<file path="src/rtl/fetx_pkg.sv">
// fetx_pkg: constants, types and 4b/5b table of the tx encoder
package fetx_pkg;

  // ----------------------------------------------------------------
  // control code-groups
  // ----------------------------------------------------------------
  localparam logic [4:0] FETX_CG_J = 5'h18;
  localparam logic [4:0] FETX_CG_K = 5'h11;
  localparam logic [4:0] FETX_CG_T = 5'h0d;
  localparam logic [4:0] FETX_CG_R = 5'h07;
  localparam logic [4:0] FETX_CG_I = 5'h1f;
  localparam logic [4:0] FETX_CG_H = 5'h04;

  // ----------------------------------------------------------------
  // timing: symbol rate enable from a 3-bit phase accumulator
  // ----------------------------------------------------------------
  localparam int FETX_CLK_MHZ = 200;
  localparam int FETX_SYM_MBPS = 125;
  localparam int FETX_ACC_BITS = 3;
  localparam logic [3:0] FETX_ACC_STEP =
    4'(FETX_SYM_MBPS * (2 ** FETX_ACC_BITS) / FETX_CLK_MHZ);
  localparam logic [2:0] FETX_BIT_LAST = 3'h4;
  localparam logic [1:0] FETX_SEED_WAIT = 2'h3;

  // ----------------------------------------------------------------
  // scrambler seed: pad bits keep the seed nonzero
  // ----------------------------------------------------------------
  localparam logic [5:0] FETX_SEED_PAD = 6'h2a;

  typedef enum logic [1:0] {
    FETX_IDLE = 2'h0,
    FETX_SEND_K = 2'h1,
    FETX_DATA = 2'h3,
    FETX_END_R = 2'h2
  } fetx_state_type;

  typedef struct packed {
    logic en;
    logic er;
    logic [3:0] data;
  } fetx_nib_type;

  // 4b to 5b data code-group
  function automatic logic [4:0] fetx_enc(input logic [3:0] nib);
    logic [4:0] cg;
    cg = 5'h1e;
    unique case (nib)
      4'h0: cg = 5'h1e;
      4'h1: cg = 5'h09;
      4'h2: cg = 5'h14;
      4'h3: cg = 5'h15;
      4'h4: cg = 5'h0a;
      4'h5: cg = 5'h0b;
      4'h6: cg = 5'h0e;
      4'h7: cg = 5'h0f;
      4'h8: cg = 5'h12;
      4'h9: cg = 5'h13;
      4'ha: cg = 5'h16;
      4'hb: cg = 5'h17;
      4'hc: cg = 5'h1a;
      4'hd: cg = 5'h1b;
      4'he: cg = 5'h1c;
      4'hf: cg = 5'h1d;
    endcase
    return cg;
  endfunction : fetx_enc

endpackage : fetx_pkg

</file>
<file path="src/rtl/fetx_buf.sv">
// fetx_buf: small valid/ready buffer in the nibble path
`timescale 1ns/1ps
module fetx_buf
  import fetx_pkg::*;
#(
  parameter int WIDTH = 6,
  parameter int DEPTH = 2
)
(
  // clock and reset
  input wire logic i_clock,
  input wire logic i_rst,
  // fill side
  input wire logic i_in_valid,
  input wire logic [WIDTH-1:0] i_in_data,
  output logic o_in_ready,
  // drain side
  output logic o_out_valid,
  output logic [WIDTH-1:0] o_out_data,
  input wire logic i_out_ready
);
  localparam int PW = (DEPTH > 1) ? $clog2(DEPTH) : 1;
  localparam int CW = $clog2(DEPTH + 1);

  logic [WIDTH-1:0] mem_reg [DEPTH];
  logic [PW-1:0] wr_reg, wr_next, rd_reg, rd_next;
  logic [CW-1:0] cnt_reg, cnt_next;
  logic full_reg, full_next, ready_reg, ready_next;
  logic push, pop;

  // ----------------------------------------------------------------
  // pointers and fill level
  // ----------------------------------------------------------------
  always_comb
  begin
    push = i_in_valid && !full_reg;
    pop = i_out_ready && (cnt_reg != '0);
    wr_next = wr_reg;
    rd_next = rd_reg;
    if (push)
      wr_next = (wr_reg == PW'(DEPTH - 1)) ? '0 : wr_reg + 1'b1;
    if (pop)
      rd_next = (rd_reg == PW'(DEPTH - 1)) ? '0 : rd_reg + 1'b1;
    cnt_next = cnt_reg + CW'(push) - CW'(pop);
    full_next = (cnt_next == CW'(DEPTH));
    ready_next = !full_next;
  end

  always_ff @(posedge i_clock or posedge i_rst)
  begin
    if (i_rst)
    begin
      wr_reg <= '0;
      rd_reg <= '0;
      cnt_reg <= '0;
      full_reg <= 1'b0;
      ready_reg <= 1'b1;
    end
    else
    begin
      wr_reg <= wr_next;
      rd_reg <= rd_next;
      cnt_reg <= cnt_next;
      full_reg <= full_next;
      ready_reg <= ready_next;
    end
  end

  // storage has no reset; only valid entries are ever read
  always_ff @(posedge i_clock)
  begin
    if (push)
      mem_reg[wr_reg] <= i_in_data;
  end

  // ready comes straight from its own flop, no gate after it
  assign o_in_ready = ready_reg;
  assign o_out_valid = (cnt_reg != '0);
  assign o_out_data = mem_reg[rd_reg];

endmodule : fetx_buf

</file>
<file path="src/rtl/fetx_encoder.sv">
// fetx_encoder: 100 Mb/s transmit code-group encoder top
`timescale 1ns/1ps
module fetx_encoder
  import fetx_pkg::*;
#(
  parameter int BUF_DEPTH = 2
)
(
  // clock and reset
  input wire logic i_clock,
  input wire logic i_rst,
  // nibble stream from the mac
  input wire logic i_nib_valid,
  input wire fetx_nib_type i_nib,
  output logic o_nib_ready,
  // straps and mode pins
  input wire logic [4:0] i_phy_address_straps,
  input wire logic i_scr_bypass,
  // line driver phases
  output logic o_mlt_pos,
  output logic o_mlt_neg,
  // status
  output logic o_tx_busy
);

  // ----------------------------------------------------------------
  // pin synchronisers
  // ----------------------------------------------------------------
  logic [4:0] strap_meta_reg, strap_sync_reg;
  logic byp_meta_reg, byp_sync_reg;

  // straps and bypass arrive from pins, two flops each
  always_ff @(posedge i_clock or posedge i_rst)
  begin
    if (i_rst)
    begin
      strap_meta_reg <= 5'h00;
      strap_sync_reg <= 5'h00;
      byp_meta_reg <= 1'b0;
      byp_sync_reg <= 1'b0;
    end
    else
    begin
      strap_meta_reg <= i_phy_address_straps;
      strap_sync_reg <= strap_meta_reg;
      byp_meta_reg <= i_scr_bypass;
      byp_sync_reg <= byp_meta_reg;
    end
  end

  // ----------------------------------------------------------------
  // symbol-rate enable
  // ----------------------------------------------------------------
  logic [2:0] acc_reg, acc_next;
  logic sym_en_reg, sym_en_next;

  // fractional divider: 5 of every 8 clocks carry a symbol
  always_comb
  begin
    {sym_en_next, acc_next} = {1'b0, acc_reg} + FETX_ACC_STEP;
  end

  always_ff @(posedge i_clock or posedge i_rst)
  begin
    if (i_rst)
    begin
      acc_reg <= 3'h0;
      sym_en_reg <= 1'b0;
    end
    else
    begin
      acc_reg <= acc_next;
      sym_en_reg <= sym_en_next;
    end
  end

  // ----------------------------------------------------------------
  // input buffer
  // ----------------------------------------------------------------
  logic buf_valid, buf_take;
  logic [$bits(fetx_nib_type)-1:0] buf_data;
  fetx_nib_type buf_nib;

  // a stalled slot never drops a nibble; the mac sees ready low
  fetx_buf #(
    .WIDTH($bits(fetx_nib_type)),
    .DEPTH(BUF_DEPTH)
  ) u_buf (
    .i_clock(i_clock),
    .i_rst(i_rst),
    .i_in_valid(i_nib_valid),
    .i_in_data(i_nib),
    .o_in_ready(o_nib_ready),
    .o_out_valid(buf_valid),
    .o_out_data(buf_data),
    .i_out_ready(buf_take)
  );

  assign buf_nib = fetx_nib_type'(buf_data);

  // ----------------------------------------------------------------
  // framing state machine and serializer
  // ----------------------------------------------------------------
  fetx_state_type st_reg, st_next;
  logic [4:0] sh_reg, sh_next;
  logic [2:0] cnt_reg, cnt_next;
  logic busy_next;
  logic load;
  logic [4:0] cg;

  // code-group choice at each nibble boundary
  always_comb
  begin
    load = sym_en_reg && (cnt_reg == FETX_BIT_LAST);
    buf_take = 1'b0;
    st_next = st_reg;
    cg = FETX_CG_I;
    if (load)
    begin
      unique case (st_reg)
        FETX_IDLE:
        begin
          // slots with enable low are idle slots
          buf_take = buf_valid;
          if (buf_valid && buf_nib.en)
          begin
            cg = FETX_CG_J;
            st_next = FETX_SEND_K;
          end
        end
        FETX_SEND_K:
        begin
          buf_take = buf_valid && buf_nib.en;
          cg = FETX_CG_K;
          st_next = FETX_DATA;
        end
        FETX_DATA:
        begin
          buf_take = buf_valid;
          if (buf_valid && buf_nib.en)
          begin
            if (buf_nib.er)
              cg = FETX_CG_H;
            else
              cg = fetx_enc(buf_nib.data);
          end
          else
          begin
            cg = FETX_CG_T;
            st_next = FETX_END_R;
          end
        end
        FETX_END_R:
        begin
          cg = FETX_CG_R;
          st_next = FETX_IDLE;
        end
      endcase
    end
    sh_next = sh_reg;
    cnt_next = cnt_reg;
    if (load)
    begin
      sh_next = cg;
      cnt_next = 3'h0;
    end
    else if (sym_en_reg)
    begin
      // first bit sent is the leftmost of the code-group
      sh_next = {sh_reg[3:0], 1'b0};
      cnt_next = cnt_reg + 3'h1;
    end
    busy_next = (st_next != FETX_IDLE);
  end

  always_ff @(posedge i_clock or posedge i_rst)
  begin
    if (i_rst)
    begin
      st_reg <= FETX_IDLE;
      sh_reg <= FETX_CG_I;
      cnt_reg <= FETX_BIT_LAST;
      o_tx_busy <= 1'b0;
    end
    else
    begin
      st_reg <= st_next;
      sh_reg <= sh_next;
      cnt_reg <= cnt_next;
      o_tx_busy <= busy_next;
    end
  end

  // ----------------------------------------------------------------
  // scrambler and line coder
  // ----------------------------------------------------------------
  // mlt-3 only, no binary mode
  fetx_line u_line (
    .i_clock(i_clock),
    .i_rst(i_rst),
    .i_bit_en(sym_en_reg),
    .i_bit(sh_reg[4]),
    .i_seed(strap_sync_reg),
    .i_bypass(byp_sync_reg),
    .o_pos(o_mlt_pos),
    .o_neg(o_mlt_neg)
  );

  // ----------------------------------------------------------------
  // assertions
  // ----------------------------------------------------------------
  property p_data_map;
    @(posedge i_clock) disable iff (i_rst)
    (load && st_reg == FETX_DATA && buf_valid && buf_nib.en
      && !buf_nib.er) |=> sh_reg == fetx_enc($past(buf_nib.data));
  endproperty
  a_data_map: assert property (p_data_map)
    else $error("data nibble sent with wrong code-group");

  property p_start_jk;
    @(posedge i_clock) disable iff (i_rst)
    (load && st_reg == FETX_IDLE && buf_valid && buf_nib.en)
      |=> sh_reg == FETX_CG_J ##[5:8] sh_reg == FETX_CG_K;
  endproperty
  a_start_jk: assert property (p_start_jk)
    else $error("start delimiter not J then K");

  property p_end_tr;
    @(posedge i_clock) disable iff (i_rst)
    (load && st_reg == FETX_DATA && !(buf_valid && buf_nib.en))
      |=> sh_reg == FETX_CG_T ##[5:8] sh_reg == FETX_CG_R;
  endproperty
  a_end_tr: assert property (p_end_tr)
    else $error("end delimiter not T then R");

  property p_idle_fill;
    @(posedge i_clock) disable iff (i_rst)
    (load && st_reg == FETX_IDLE && !(buf_valid && buf_nib.en))
      |=> sh_reg == FETX_CG_I;
  endproperty
  a_idle_fill: assert property (p_idle_fill)
    else $error("gap not filled with idle");

  property p_halt;
    @(posedge i_clock) disable iff (i_rst)
    (load && st_reg == FETX_DATA && buf_valid && buf_nib.en
      && buf_nib.er) |=> sh_reg == FETX_CG_H;
  endproperty
  a_halt: assert property (p_halt)
    else $error("error slot did not send halt");

  property p_rate;
    @(posedge i_clock) disable iff (i_rst)
    sym_en_reg |-> ##8 sym_en_reg;
  endproperty
  a_rate: assert property (p_rate)
    else $error("symbol enable pattern broken");

  property p_frame_order;
    @(posedge i_clock) disable iff (i_rst)
    (st_reg == FETX_END_R && load) |=> st_reg == FETX_IDLE;
  endproperty
  a_frame_order: assert property (p_frame_order)
    else $error("state after R is not idle");

  c_frame_start: cover property (@(posedge i_clock) disable iff (i_rst)
    st_reg == FETX_IDLE ##1 st_reg == FETX_SEND_K);
  c_halt_sent: cover property (@(posedge i_clock) disable iff (i_rst)
    sh_reg == FETX_CG_H);
  c_frame_end: cover property (@(posedge i_clock) disable iff (i_rst)
    st_reg == FETX_END_R ##[1:8] st_reg == FETX_IDLE);
  c_stall: cover property (@(posedge i_clock) disable iff (i_rst)
    i_nib_valid && !o_nib_ready);

endmodule : fetx_encoder

</file>
<file path="src/rtl/fetx_line.sv">
// fetx_line: scrambler, nrzi encoder and mlt-3 phase outputs
`timescale 1ns/1ps
module fetx_line
  import fetx_pkg::*;
(
  // clock and reset
  input wire logic i_clock,
  input wire logic i_rst,
  // serial code bits
  input wire logic i_bit_en,
  input wire logic i_bit,
  input wire logic [4:0] i_seed,
  input wire logic i_bypass,
  // line driver phases
  output logic o_pos,
  output logic o_neg
);
  logic [10:0] lfsr_reg, lfsr_next;
  logic [1:0] wait_reg, wait_next;
  logic nrzi_reg, nrzi_next, pos_next, neg_next;
  logic [1:0] phase_reg, phase_next;
  logic fb, scr;

  // ----------------------------------------------------------------
  // scrambler, nrzi and mlt-3 next state
  // ----------------------------------------------------------------
  always_comb
  begin
    fb = lfsr_reg[10] ^ lfsr_reg[8];
    scr = i_bit ^ (fb & !i_bypass);
    lfsr_next = lfsr_reg;
    wait_next = wait_reg;
    nrzi_next = nrzi_reg;
    phase_next = phase_reg;
    if (wait_reg != FETX_SEED_WAIT)
    begin
      // straps settle through the synchroniser first
      wait_next = wait_reg + 2'h1;
      lfsr_next = {FETX_SEED_PAD, i_seed};
    end
    else if (i_bit_en)
    begin
      lfsr_next = {lfsr_reg[9:0], fb};
      nrzi_next = nrzi_reg ^ scr;
      if (nrzi_next != nrzi_reg)
        phase_next = phase_reg + 2'h1;
    end
    pos_next = (phase_next == 2'h1);
    neg_next = (phase_next == 2'h3);
  end

  always_ff @(posedge i_clock or posedge i_rst)
  begin
    if (i_rst)
    begin
      lfsr_reg <= {FETX_SEED_PAD, 5'h00};
      wait_reg <= 2'h0;
      nrzi_reg <= 1'b0;
      phase_reg <= 2'h0;
      o_pos <= 1'b0;
      o_neg <= 1'b0;
    end
    else
    begin
      lfsr_reg <= lfsr_next;
      wait_reg <= wait_next;
      nrzi_reg <= nrzi_next;
      phase_reg <= phase_next;
      o_pos <= pos_next;
      o_neg <= neg_next;
    end
  end

  // ----------------------------------------------------------------
  // assertions
  // ----------------------------------------------------------------
  property p_nrzi_toggle;
    @(posedge i_clock) disable iff (i_rst)
    (i_bit_en && wait_reg == FETX_SEED_WAIT)
      |=> (nrzi_reg != $past(nrzi_reg)) == $past(scr);
  endproperty
  a_nrzi_toggle: assert property (p_nrzi_toggle)
    else $error("nrzi did not follow the scrambled bit");

  property p_bypass;
    @(posedge i_clock) disable iff (i_rst)
    i_bypass |-> scr == i_bit;
  endproperty
  a_bypass: assert property (p_bypass)
    else $error("bypass still scrambles");

  property p_lfsr_live;
    @(posedge i_clock) disable iff (i_rst)
    lfsr_reg != 11'h000;
  endproperty
  a_lfsr_live: assert property (p_lfsr_live)
    else $error("scrambler locked at zero");

  property p_mlt_step;
    @(posedge i_clock) disable iff (i_rst)
    (i_bit_en && wait_reg == FETX_SEED_WAIT && scr && !o_pos && !o_neg
      && phase_reg == 2'h0) |=> o_pos ##0 !o_neg;
  endproperty
  a_mlt_step: assert property (p_mlt_step)
    else $error("mlt-3 missed the step to plus");

  property p_mlt_excl;
    @(posedge i_clock) disable iff (i_rst)
    !(o_pos && o_neg);
  endproperty
  a_mlt_excl: assert property (p_mlt_excl)
    else $error("both line phases driven");

endmodule : fetx_line

</file>
<file path="config.mk">
export PLATFORM = sky130hd
export DESIGN_NAME = fetx_encoder
export DESIGN_NICKNAME = d
export VERILOG_FILES = /design/src/rtl/fetx_pkg.sv /design/src/rtl/fetx_buf.sv /design/src/rtl/fetx_encoder.sv /design/src/rtl/fetx_line.sv
export SDC_FILE = /design/constraint.sdc
export NUM_CORES = 1
export LEC_CHECK = 0
export ABC_AREA = 1
export BUFFER_PORTS_ARGS = -buffer_cell sky130_fd_sc_hd__buf_2
export CORE_MARGIN = 2
export CORE_UTILIZATION = 30
export DETAILED_ROUTE_END_ITERATION = 8
export GPL_TIMING_DRIVEN = 0
export SLEW_MARGIN = 20
export SYNTH_ARGS = -nofsm -noshare
export SYNTH_HDL_FRONTEND = slang
export SYNTH_HIERARCHICAL = 1
export SYNTH_SLANG_ARGS = --single-unit
</file>
<file path="constraint.sdc">
create_clock -name i_clock -period 5.41 [get_ports i_clock]
set_clock_uncertainty 0.05 [all_clocks]
set_input_delay 0.541 -clock i_clock [delete_from_list [all_inputs] [get_ports i_clock]]
set_output_delay 0.541 -clock i_clock [all_outputs]
set_load 0.05 [all_outputs]
</file>
# Word-level counts from Yosys, hierarchy flattened
# Memories as Yosys holds them, arrays and structs flattened.
# Cells that the tools add are included.
# Widths: inputs -> output; s select.
[op_classes]
n_addsub = 8
mul = 0
div = 0
n_lt_le_gt_ge = 0
n_eq_ne = 9
n_shift = 0
n_mux = 23
n_bitwise = 5
reduce_logical = 14
[op_table]
columns = ["cell", "n"]
rows = [
  ["$mux 11", 2],
  ["$mux 5", 4],
  ["$pmux 5 s4", 1],
  ["$mux 2", 6],
  ["$mux 3", 3],
  ["$eq 2x2->1 const B", 4],
  ["$pmux 2 s4", 1],
  ["$reduce_bool 2->1", 4],
  ["$mux 1", 5],
  ["$add 2x1->2 const B", 2],
  ["$add 3x3->4 const B", 1],
  ["$eq 2x1->1 const B", 2],
  ["$logic_and 1x1->1", 4],
  ["$add 3x1->3 const B", 1],
  ["$eq 3x3->1 const B", 1],
  ["$logic_not 1->1", 3],
  ["$xor 1x1->1", 3],
  ["$add 1x1->1 const B", 2],
  ["$add 2x1->2", 1],
  ["$logic_not 2->1", 1],
  ["$ne 2x2->1 const B", 1],
  ["$pmux 1 s2", 1],
  ["$reduce_and 2->1", 1],
  ["$reduce_or 2->1", 1],
  ["other kinds (4)", 4],
]
[word_totals]
regBits = 51
latch_bits = 0
ram_bits = 12
rom_bits = 80
input_bits = 15
out_inout_bits = 4
wordCells = 82
memories = 2
[mem_list]
columns = ["memory", "words", "word_bits", "rd", "rd_clocked_by_memory_dff", "wr", "line_no", "source"]
rows = [
  ["(name not given)", 16, 5, 1, 0, 0, "fetx_pkg.sv:47", "unique case (nib)"],
  ["u_buf.mem_reg", 2, 6, 1, 0, 1, "fetx_buf.sv:25", "logic [WIDTH-1:0] mem_reg [DEPTH];"],
]

# Logic depth before layout (Yosys ltp)
# Gate-level depths: netlist of run 1.
[depth]
ltp_word = 9
depth_mapped = 15
ltp_nobuf = 15

# By module
# The synthesis of run 1 kept the hierarchy.
[by_module_without_submodules]
columns = ["module", "instances", "cells_per_inst", "area_per_inst_um2", "seq_area_each_um2"]
rows = [
  ["fetx_encoder", 1, 131, 1202.4, 683.2],
  ["fetx_line", 1, 80, 785.8, 429.2],
  ["fetx_buf", 1, 64, 716.9, 511.7],
]

# Least setup slack after synthesis of run 1
# Ideal clock, no wire load.
[synth_path]
path_kind = "register to register"
from = "reg st_reg[0]"
to = "reg u_buf.full_reg"
setup_ns = 0.116
t_arrival_ns = 1.788
t_required_ns = 5.244
path_slack_ns = 3.456
stages_incl_launch_ff = 12
path_buffers = 0
synth_period_minus_slack_ns = 1.954
cell_sequence = "dfrtp_1 inv_1 ha_1 a211oi_1 nand2_1 inv_1 ha_1 inv_1 ha_1 nand3_1 nand2_1 nor2_1"
[synth_between]
elab_chain_cells = 7
word_cells_on_any_way = 9
cone_classes = "1 x add/sub; 3 x eq/ne; 2 x mux; 3 x reduce/logical"
[synth_lines]
columns = ["item", "line_no", "source"]
rows = [
  ["start, declared", "fetx_encoder.sv:104", "fetx_state_type st_reg, st_next;"],
  ["start signal, assigned", "fetx_encoder.sv:187", "st_reg <= st_next;"],
  ["$eq 2x2->1 / $logic_not 2->1 (equally long branches)", "fetx_encoder.sv:120", "unique case (st_reg)"],
  ["$reduce_or 2->1 (no source line)", "-", ""],
  ["$pmux 1 s2 (*)", "fetx_encoder.sv:120", ""],
  ["$mux 1 (*)", "fetx_encoder.sv:118", "if (load)"],
  ["named net buf_take", "fetx_encoder.sv:80", "logic buf_valid, buf_take;"],
  ["$logic_and 1x1->1 (*)", "fetx_buf.sv:37", "pop = i_out_ready && (cnt_reg != '0);"],
  ["named net u_buf.pop", "fetx_buf.sv:29", "logic push, pop;"],
  ["$sub 2x1->2 (*)", "fetx_buf.sv:44", "cnt_next = cnt_reg + CW'(push) - CW'(pop);"],
  ["$eq 2x2->1 (*)", "fetx_buf.sv:45", "full_next = (cnt_next == CW'(DEPTH));"],
  ["named net u_buf.full_next", "fetx_buf.sv:28", "logic full_reg, full_next, ready_reg, ready_next;"],
  ["end signal, assigned", "fetx_buf.sv:64", "full_reg <= full_next;"],
  ["end, declared", "fetx_buf.sv:28", ""],
]
# Mark *: on every way through the listed nets, which the timed path passes. The rest lies on a longest branch.
# A chain may end at the register's enable or synchronous reset.

# Worst setup path in the final report of run 1
# Same ends and word-level chain as after synthesis.

==> summary.md, run 1 <==
| Metric | Value |
|---|---|
| Max transition margin | `37.0%` |
| Routed vias | `1794` |
| DP HPWL | `3.12 mm` |
| R2R setup slack | `3.19 ns` |
| Clk_lat worst skew | `0.33 ns` |
| TritonRoute pass-1 iters | `4` |
| Final Max Slew Viols | `0` |
| H-tree depth | `3` |
| TritonCTS clock tree | `done` |
| RSZ-0062 raised after global routing | `no` |
| Die W | `99.0 microns` |
| Mux contribution to synthesized area | `0%` |
| Dominant synthesized flop cell | `dfrtp_1` |
| Ant. Diodes | `0` |
| Status | `finished, final reports clean` |
| Routed Antenna Nets | `0` |
| Gpl congestion | `0.755` |
| R2R Path End | `u_buf/full_reg` |
| Total of max-cap violations | `0` |
| Setup violations, final | `0` |
| Reg clk slew, reported paths | `0.07 ns` |
| Max reg flops | `12` |
| Area leader, netlist | `dfrtp_1` |
| Fin nets | `329` |
| Layout cells sized above 1 | `21.4%` |
| Final Cell Area | `3100 sq um` |
| Peak VDD IR | `0.281 mV` |
| Synthesis-stage register bit count | `62` |
| Crit end category | `flip-flop` |
| Post-DR wirelength/cell | `10.3 microns` |
| Synthesized Nets | `300` |
| Die area | `9790 sq um` |
| Vias in the first global route | `1761` |
| Synthesis-to-finish area growth | `14.8%` |
| # DRC | `0` |
| Num rows | `34` |
| Compound-Gate Fraction of Synth Area | `6.80%` |
| Setup ws final | `3.19 ns` |
| Setup TNS | `0 ns` |
| Placed Instance Area | `2930 sq um` |
| Critical path cell sequence | `inv_1, ha_1, a211oi_1, nand2_1, inv_1, ha_1, inv_1, ha_1, nand3_1, nand2_1, nor2_1` |
| Post_cts resized | `0` |
| Drt total wl | `4.31 mm` |
| Starting Density | `31.0%` |
| Final critical-path share of the clock period | `41.0%` |
| Synth async-reset ratio | `80.6%` |
| Unique masters post-synth | `34` |
| Clock Sinks | `62` |
| Total CTS buffers | `9` |
| Mapped Cells | `275` |
| Pwr/cell area | `440 nW/um^2` |
| Pre-CTS setup slack | `3.25 ns` |
| FMAX | `451 MHz` |
| Cts hold-fix bufs | `0` |
| Synthesized area | `2710 sq um` |
| Worst EP arrival | `2.40 ns` |
| Input/output buffers | `18` |
| Synth Area in Simple Gates | `19.6%` |
| CP peak stage delay | `0.49 ns` |
| Slowest stage cell, crit path | `dfrtp_1` |
| Post CTS Setup Buffer Count | `0` |
| Synth warn | `6` |
| Initial antenna violation count | `0` |
| DIE HEIGHT | `99.0 microns` |
| Share of the yosys chip area belonging to registers | `60.0%` |
| Fin cells | `417` |
| Total gr overflow | `0` |
| CP Max Fanout | `9` |
| Synth top area cells | `dfrtp_1, edfxtp_1, nand2_1, dfstp_2, inv_1` |
| Via-to-Cell Ratio | `4.30` |
| Global-route wire length before repair | `7.64 mm` |
| Syn avg cell area | `9.84 sq um` |
| Type of the worst min-delay path | `input port to asynchronous set/reset pin` |
| Max Buffers Root-to-Sink | `2` |
| Final hold vios | `0` |
| Post-synth EDFFs | `12` |
| Tmin final | `2.22 ns` |
| Most common cell in the netlist | `nand2_1` |
| Filler cells | `855` |
| Post-Synth XOR/XNOR Area | `1.30%` |
| Top cell type's share of synthesized area | `37.0%` |
| Core area | `8720 sq um` |
| Largest net degree at the start of global routing | `28` |
| P_leak | `0.00151 uW` |
| GRT Overall Usage | `9.94%` |
| CP Launch Type | `flip-flop` |
| Synth top cells by count | `nand2_1, inv_1, dfrtp_1` |
| Cells after DPL | `401` |
| Largest family of logic cells by synthesized area | `simple AND/OR/NAND/NOR gates` |
| Root Driver | `clkbuf_8` |
| Worst-Margin Slew | `0.939 ns` |
| Critical path class | `flip-flop to flip-flop` |
| FF-to-FF path depth | `11` |
| Adder-Cell Fraction of Synth Area | `4.63%` |
| Worst R2R Start | `st_reg[0]` |
| Io pins | `19` |
| Iter 0 DRT Violations | `33` |
| Required time worst endpoint | `5.59 ns` |
-- report_power, final --
part           switching, uW  leakage [uW]  internal, uW
logic                    252      0.000739           115
clock network            178     0.0000900           179
registers               50.7      0.000683           592
total                    480       0.00151           886
-- worst max path at each step --
stage               start  cells after the start        endpoint  slack (ns)
3_3_place_gp    st_reg[0]                     11  u_buf/full_reg        3.26
3_5_place_dp    st_reg[0]                     11  u_buf/full_reg        3.25
2_1_floorplan   st_reg[0]                     11  u_buf/full_reg        3.46
4_1_cts         st_reg[0]                     11  u_buf/full_reg        3.19
5_1_grt        cnt_reg[0]                     14  u_buf/full_reg        2.97
6_report        st_reg[0]                     11  u_buf/full_reg        3.19
-- critical path: cells and delay by family, from the launching register on --
kind,cells,cell delay (ns)
compound gates,1,0.25
fa+ha+maj,3,0.69
buf+inv,3,0.27
flops,1,0.49
simple gates,4,0.37
-- area by class of cell --
| class | count | area (sq um) | area share [%] |
|---|---|---|---|
| sequential | 62 | 1620 | 52.3 |
| buffer | 2 | 16.3 | 0.524 |
| inverter | 49 | 190 | 6.13 |
| clock buffer | 11 | 141 | 4.55 |
| multi-input combinational | 162 | 875 | 28.2 |
| timing repair buffer | 18 | 90.1 | 2.90 |
| clock inverter | 5 | 32.5 | 1.05 |
| tap | 108 | 135 | 4.35 |
-- placed cells by master, fill, tap and decap left out --
master / instances
nand2_1: 81
inv_1: 41
dfrtp_1: 40
buf_2: 19
nand3_1: 15
nor2_1: 15
edfxtp_1: 12
ha_1: 10
clkbuf_8: 10
dfstp_2: 10
inv_2: 5
nand2_2: 4
o21ai_0: 4
a21oi_1: 3
clkinv_2: 3
o211ai_2: 3
a22oi_1: 3
o22ai_1: 3
xnor2_1: 2
nor2_4: 2
o21ai_1: 2
inv_6: 2
xor2_1: 2
nand4_1: 2
o221ai_2: 2
a31oi_1: 1
a21o_1: 1
a211oi_1: 1
clkinv_1: 1
nor3_1: 1
nor2_2: 1
o21ai_2: 1
clkinvlp_4: 1
inv_4: 1
clkbuf_1: 1
nand3b_1: 1
or2_1: 1
buf_6: 1
nand3_2: 1
-- per-layer routing --
metal / track usage (%) / part of all wire (%)
met5: 0 / 0
met4: 5.48 / 2.3
met3: 3.05 / 3.3
met2: 15.6 / 48
met1: 12.2 / 47
-- cell families after synthesis --
family          count (synthesis)
compound gates                 24
xor+xnor                        4
fa+ha+maj                      10
buf+inv                        51
flops                          62
simple gates                  124
-- through the flow --
stage	hold WS [ns]	power (uW)	util [%]
6_report	0.0940	1370	35.6
5_1_grt	0.105	1470	35.6
4_1_cts	0.0939	1390	35.6
3_5_place_dp	0.285	1020	33.6
3_3_place_gp	0.283	1010	33.6
2_1_floorplan	0.281	936	-
(Power assumes the default switching activity.)
==> run 2: changes to the inputs <==
--- a/config.mk
+++ b/config.mk
@@ -5,7 +5,7 @@
 export SDC_FILE = /design/constraint.sdc
 export NUM_CORES = 1
 export LEC_CHECK = 0
-export ABC_AREA = 1
+export ABC_AREA = 0
 export BUFFER_PORTS_ARGS = -buffer_cell sky130_fd_sc_hd__buf_2
 export CORE_MARGIN = 2
 export CORE_UTILIZATION = 30
==> constraint.sdc (replaced) <==
create_clock -name i_clock -period 2.05 [get_ports i_clock]
set_clock_uncertainty 0.05 [all_clocks]
set_input_delay 0.205 -clock i_clock [delete_from_list [all_inputs] [get_ports i_clock]]
set_output_delay 0.205 -clock i_clock [all_outputs]
set_load 0.05 [all_outputs]
==> summary.md, run 2 <==
| Metric | Value |
|---|---|
| Global routing's busiest layer | `met2` |
| Top cell type's share of synthesized area | `37.7%` |
| Unique masters post-synth | `49` |
| Slowest stage cell, crit path | `dfrtp_2` |
| Clock Sinks | `62` |
| Met1 global-route usage | `13.8%` |
| Synthesis-stage register bit count | `62` |
| Gpl congestion | `0.820` |
| Filler cells | `801` |
| Global-route wire length before repair | `7.64 mm` |
| Die W | `98.1 microns` |
| Iter 0 DRT Violations | `82` |
| Final critical-path share of the clock period | `113%` |
| H-tree depth | `3` |
| Synth top cells by count | `dfrtp_1, inv_1, edfxtp_1, nand2_1, nor2_1` |
| Input/output buffers | `18` |
| Max transition margin | `37.1%` |
| Starting Density | `30.8%` |
| FMAX | `433 MHz` |
| Fin util | `39.1%` |
| Routed Antenna Nets | `0` |
| Area leader, netlist | `dfrtp_1` |
| Crit end category | `flip-flop` |
| Most common cell in the netlist | `dfrtp_1` |
| Via-to-Cell Ratio | `4.51` |
| Synth warn | `6` |
| Syn avg cell area | `12.9 sq um` |
| Io pins | `19` |
| Tmin final | `2.31 ns` |
| Routed vias | `1681` |
| TritonCTS clock tree | `done` |
| Synth async-reset ratio | `80.6%` |
| Critical path cell sequence | `inv_4, ha_4, a2111oi_4, o21a_1, ha_1, inv_2, ha_4, xnor3_1, or2_1` |
| Post-synth EDFFs | `12` |
| Synthesized area | `2660 sq um` |
| Setup violations, final | `3` |
| Type of the worst min-delay path | `input port to flip-flop` |
| DP HPWL | `2.91 mm` |
| Post-DR wirelength/cell | `11.9 microns` |
| Share of the yosys chip area belonging to registers | `61.1%` |
| Setup ws final | `-0.261 ns` |
| CP Launch Type | `flip-flop` |
| Worst-Margin Slew | `0.937 ns` |
| Commonest non-fill, non-tap cells in the layout | `dfrtp_1, buf_2, buf_4` |
| Critical path class | `flip-flop to flip-flop` |
| # DRC | `0` |
| Max Buffers Root-to-Sink | `2` |
| Ant. Diodes | `0` |
| Largest net degree at the start of global routing | `28` |
| Final hold vios | `0` |
| Pwr/cell area | `1200 nW/um^2` |
| Vias in the first global route | `1611` |
| Worst EP arrival | `2.53 ns` |
| Met2 Use GR | `14.4%` |
| Failing checks | `negative setup slack` |
| RSZ-0062 raised after global routing | `yes` |
| Register area | `1630 sq um` |
| Synthesis-to-finish area growth | `27.3%` |
| Total of max-cap violations | `0` |
| Core area | `8640 sq um` |
| CP peak stage delay | `0.45 ns` |
| Mapped Cells | `206` |
| CP Max Fanout | `4` |
| Clk_lat worst skew | `0.34 ns` |
| GRT Overall Usage | `10.3%` |
| Initial antenna violation count | `0` |
| TritonRoute pass-1 iters | `4` |
| Drt total wl | `4.45 mm` |
| Family with the most delay on the worst path | `adder cells` |
| Buf/Inv on CP | `2` |
| Total gr overflow | `0` |
| Status | `complete, but fails checks` |
| Synth top area cells | `dfrtp_1, edfxtp_1, dfstp_2, ha_1, mux2i_1` |
| Most frequent CP cell | `ha_4` |
| Synthesized Nets | `231` |
| Root Driver | `clkbuf_8` |
| Area of the multi-input gates | `1000 sq um` |
| Reg clk slew, reported paths | `0.07 ns` |
| Total CTS buffers | `9` |
| Required time worst endpoint | `2.27 ns` |
| Setup TNS | `-0.617 ns` |
| Max reg flops | `12` |
| Final Max Slew Viols | `0` |
| P_leak | `0.00140 uW` |
| Die area | `9620 sq um` |
| Routing usage on met3 | `3.15%` |
| Dominant synthesized flop cell | `dfrtp_1` |
| DIE HEIGHT | `98.1 microns` |
| Layout cells sized above 1 | `34.7%` |
| Most common cell after layout, fill and taps aside | `dfrtp_1` |
| Num rows | `34` |
| Fin nets | `285` |
| Peak VDD IR | `0.522 mV` |
## run 2: cell count changes after synthesis, sizes merged, moves of 4 or more
| cell | delta |
|---|---|
| a21oi | +5 |
| a221oi | +4 |
| buf | +5 |
| inv | -33 |
| mux2 | +9 |
| mux2i | +10 |
| nand2 | -72 |
| nand3 | -10 |
| nor2 | -7 |
| nor2b | +5 |
## run 2: report_power, final
group          internal (uW)  switching, uW  total (uW)
clock network            528            519        1050
logic                    610            678        1290
registers               1580            145        1720
## run 2: final cells by class
| type | instances | share of cell area, % |
|---|---|---|
| repair buffers | 44 | 9.40 |
| clock inverters | 6 | 1.48 |
| flip-flops and latches | 62 | 48.1 |
| inverters | 15 | 1.81 |
| clock buffers | 10 | 4.40 |
| plain buffers | 7 | 1.22 |
| multi-input cells | 121 | 29.6 |
| well taps | 108 | 4.00 |
## run 2: final timing paths
path / from / to / slack, ns / cells past startpoint
max in group asynchronous: i_rst / st_reg[1] / 1.00 / 3
hold / removal: i_nib_valid / u_buf/wr_reg / 0.18 / 3
setup reg to reg: st_reg[1] / u_buf/o_in_ready / -0.26 / 9
min in group asynchronous: i_rst / u_buf/rd_reg / 0.29 / 3
hold reg to reg: strap_meta_reg[3] / strap_sync_reg[3] / 0.30 / 0
setup / recovery: st_reg[1] / u_buf/o_in_ready / -0.26 / 9
## run 2: tightest hold or removal path: stages
cell,delay (ns)
buf_2,0.10
nand2b_1,0.14
xnor2_1,0.09
## run 2: kinds of logic after synthesis
logic type | Yosys count | synth area share [%]
buffers and inverters | 23 | 3.63
AND/OR/NAND/NOR | 44 | 8.48
flip-flops | 62 | 61.1
multiplexers | 19 | 7.58
AO/OA/AOI/OAI | 41 | 11.6
XOR/XNOR | 7 | 2.83
adder cells (fa/ha/maj) | 10 | 4.71
## run 2: routing by layer
layer | wire length (microns) | share of wire [%]
met1 | 2160 | 49
met2 | 1930 | 43
met3 | 206 | 4.6
met4 | 151 | 3.4
met5 | 0 | 0
## run 2: through the flow
step           cell area [sq um]  worst slack (ns)  instances  total power [uW]  hold slack (ns)
3_5_place_dp                2940            -0.412        332              2840            0.112
5_1_grt                     3380            -0.345        373              4320            0.216
4_1_cts                     3360            -0.280        372              4060            0.171
3_3_place_gp                2940            -0.413        332              2820            0.116
2_1_floorplan               2720            -0.203        206              2600          -0.0548
6_report                    3380            -0.261        373              4060            0.179
## run 2: what timing repair did
item	in CTS	in global routing
hold endpoints to repair	38	0
resized for setup	3	3
pin swaps	2	2
hold buffers	13	0
endpoints found under the setup margin	4	4
gates cloned	0	0
setup buffers	11	2
==> run 3: changes to the inputs <==
--- a/config.mk
+++ b/config.mk
@@ -5,7 +5,7 @@
 export SDC_FILE = /design/constraint.sdc
 export NUM_CORES = 1
 export LEC_CHECK = 0
-export ABC_AREA = 0
+export ABC_AREA = 1
 export BUFFER_PORTS_ARGS = -buffer_cell sky130_fd_sc_hd__buf_2
 export CORE_MARGIN = 2
 export CORE_UTILIZATION = 30
==> summary.md, run 3 (synthesized netlist as in run 1, its figures left out) <==
| Metric | Value |
|---|---|
| Status | `finished, final reports clean` |
| CP peak stage delay | `0.40 ns` |
| Critical path cell sequence | `inv_2, ha_4, nand2_4, nor2_4, nand2_2, a211oi_2, nand2_1, inv_2, ha_4, inv_2, ha_4, inv_1, nand2_2, nand2_2, nor2_1` |
| Starting Density | `31.0%` |
| Ant. Diodes | `0` |
| Final hold vios | `0` |
| Routed Antenna Nets | `0` |
| Fin nets | `355` |
| Max transition margin | `36.8%` |
| Total gr overflow | `0` |
| Pwr/cell area | `1110 nW/um^2` |
| Total CTS buffers | `9` |
| Peak VDD IR | `0.619 mV` |
| Root Driver | `clkbuf_8` |
| Iter 0 DRT Violations | `37` |
| Gpl congestion | `0.755` |
| Worst-Margin Slew | `0.942 ns` |
| Max Buffers Root-to-Sink | `2` |
| Tmin final | `1.96 ns` |
| Type of the worst min-delay path | `input port to flip-flop` |
| Via-to-Cell Ratio | `4.30` |
| P_leak | `0.00162 uW` |
| Pre-CTS setup slack | `-0.108 ns` |
| Num rows | `34` |
| DIE HEIGHT | `99.0 microns` |
| Drt total wl | `4.75 mm` |
| H-tree depth | `3` |
| Final critical-path share of the clock period | `95.5%` |
| DP HPWL | `3.12 mm` |
| CP Max Fanout | `3` |
| Setup violations, final | `0` |
| Die area | `9790 sq um` |
| TritonRoute pass-1 iters | `4` |
| Clk_lat worst skew | `0.33 ns` |
| Synthesis-to-finish area growth | `25.3%` |
| Most common cell after layout, fill and taps aside | `nand2_1` |
| Core area | `8720 sq um` |
| Max reg flops | `12` |
| FMAX | `511 MHz` |
| Largest net degree at the start of global routing | `28` |
| Io pins | `19` |
| Crit end category | `flip-flop` |
| # DRC | `0` |
| Reg clk slew, reported paths | `0.07 ns` |
| Final Max Slew Viols | `0` |
| Setup ws final | `0.0928 ns` |
| Fin util | `38.9%` |
| TritonCTS clock tree | `done` |
| Total of max-cap violations | `0` |
| Critical path class | `flip-flop to flip-flop` |
| Global-route wire length before repair | `8.06 mm` |
| Layout cells sized above 1 | `28.1%` |
| CP Launch Type | `flip-flop` |
| Post-DR wirelength/cell | `10.7 microns` |
| Commonest non-fill, non-tap cells in the layout | `nand2_1, dfrtp_1, inv_1` |
| Initial antenna violation count | `0` |
| Vias in the first global route | `1830` |
| Routed vias | `1907` |
| Worst EP arrival | `2.18 ns` |
| Min Hold Slack | `0.0193 ns` |
| Filler cells | `829` |
| GRT Overall Usage | `10.5%` |
| Final Power | `3770 uW` |
| Input/output buffers | `18` |
| RSZ-0062 raised after global routing | `yes` |
| Slowest stage cell, crit path | `dfrtp_1` |
| Die W | `99.0 microns` |
| Clock Sinks | `62` |
| Required time worst endpoint | `2.27 ns` |
-- run 3: changes by cell type in the layout (fill, tap and decap cells not counted), sizes merged, moves of 7 or more --
cell   previous run  this run
mux2i            10         0
nand3             6        16
mux2              9         0
nor2             11        18
inv              17        49
nand2            13        85
-- run 3: path summary, 6_finish.rpt --
check / slack [ns] / end / cells after the start / start
worst max-delay path: 0.09 / u_buf/full_reg / 15 / cnt_reg[0]
worst min-delay path: 0.02 / u_buf/mem_reg[1][4] / 1 / i_nib[4]
worst max register to register: 0.09 / u_buf/full_reg / 15 / cnt_reg[0]
worst min register to register: 0.30 / strap_sync_reg[2] / 0 / strap_meta_reg[2]
max in group asynchronous: 0.98 / st_reg[0] / 3 / i_rst
min in group asynchronous: 0.32 / u_buf/full_reg / 3 / i_rst
-- run 3: layout make-up --
| type | instances | area, sq um | share of cell area [%] |
|---|---|---|---|
| Buffer | 2 | 16.3 | 0.480 |
| Clock buffer | 11 | 141 | 4.17 |
| Clock inverter | 5 | 32.5 | 0.959 |
| Inverter | 49 | 190 | 5.61 |
| Multi-Input combinational cell | 162 | 935 | 27.6 |
| Sequential cell | 62 | 1630 | 47.9 |
| Tap cell | 108 | 135 | 3.99 |
| Timing Repair Buffer | 44 | 315 | 9.30 |
-- run 3: critical path, delay by kind of cell (launching register included) --
| kind | cells | cell delay [ns] |
|---|---|---|
| buf+inv | 4 | 0.26 |
| simple gates | 7 | 0.54 |
| flops | 1 | 0.40 |
| compound gates | 1 | 0.19 |
| fa+ha+maj | 3 | 0.45 |
-- run 3: routing by layer --
| layer | share of wire [%] | GRT usage (%) |
|---|---|---|
| met1 | 46 | 13.0 |
| met4 | 2.0 | 5.48 |
| met3 | 3.2 | 3.12 |
| met2 | 48 | 16.5 |
| met5 | 0 | 0 |
-- run 3: what timing repair did --
item                                   in CTS  in global routing
pin swaps                                   3                  7
setup endpoints to repair                   4                  3
buffers inserted                           10                  5
resized for setup                           4                 13
endpoints found under the hold margin      28                  6
hold buffers                                9                  3
-- run 3: through the flow --
stage	area, sq um	cells	setup TNS, ns
after floorplan	2710	275	0
after global placement	2930	401	-0.268
after detailed placement	2930	401	-0.306
after CTS	3280	436	0
after global routing	3390	443	-0.0450
final	3390	443	0
-- run 3: power breakdown --
group          total [uW]  internal (uW)  switching, uW  leakage [uW]
combinational        1120            398            725      0.000853
sequential           1690           1560            127      0.000682
clock                 950            472            478     0.0000900
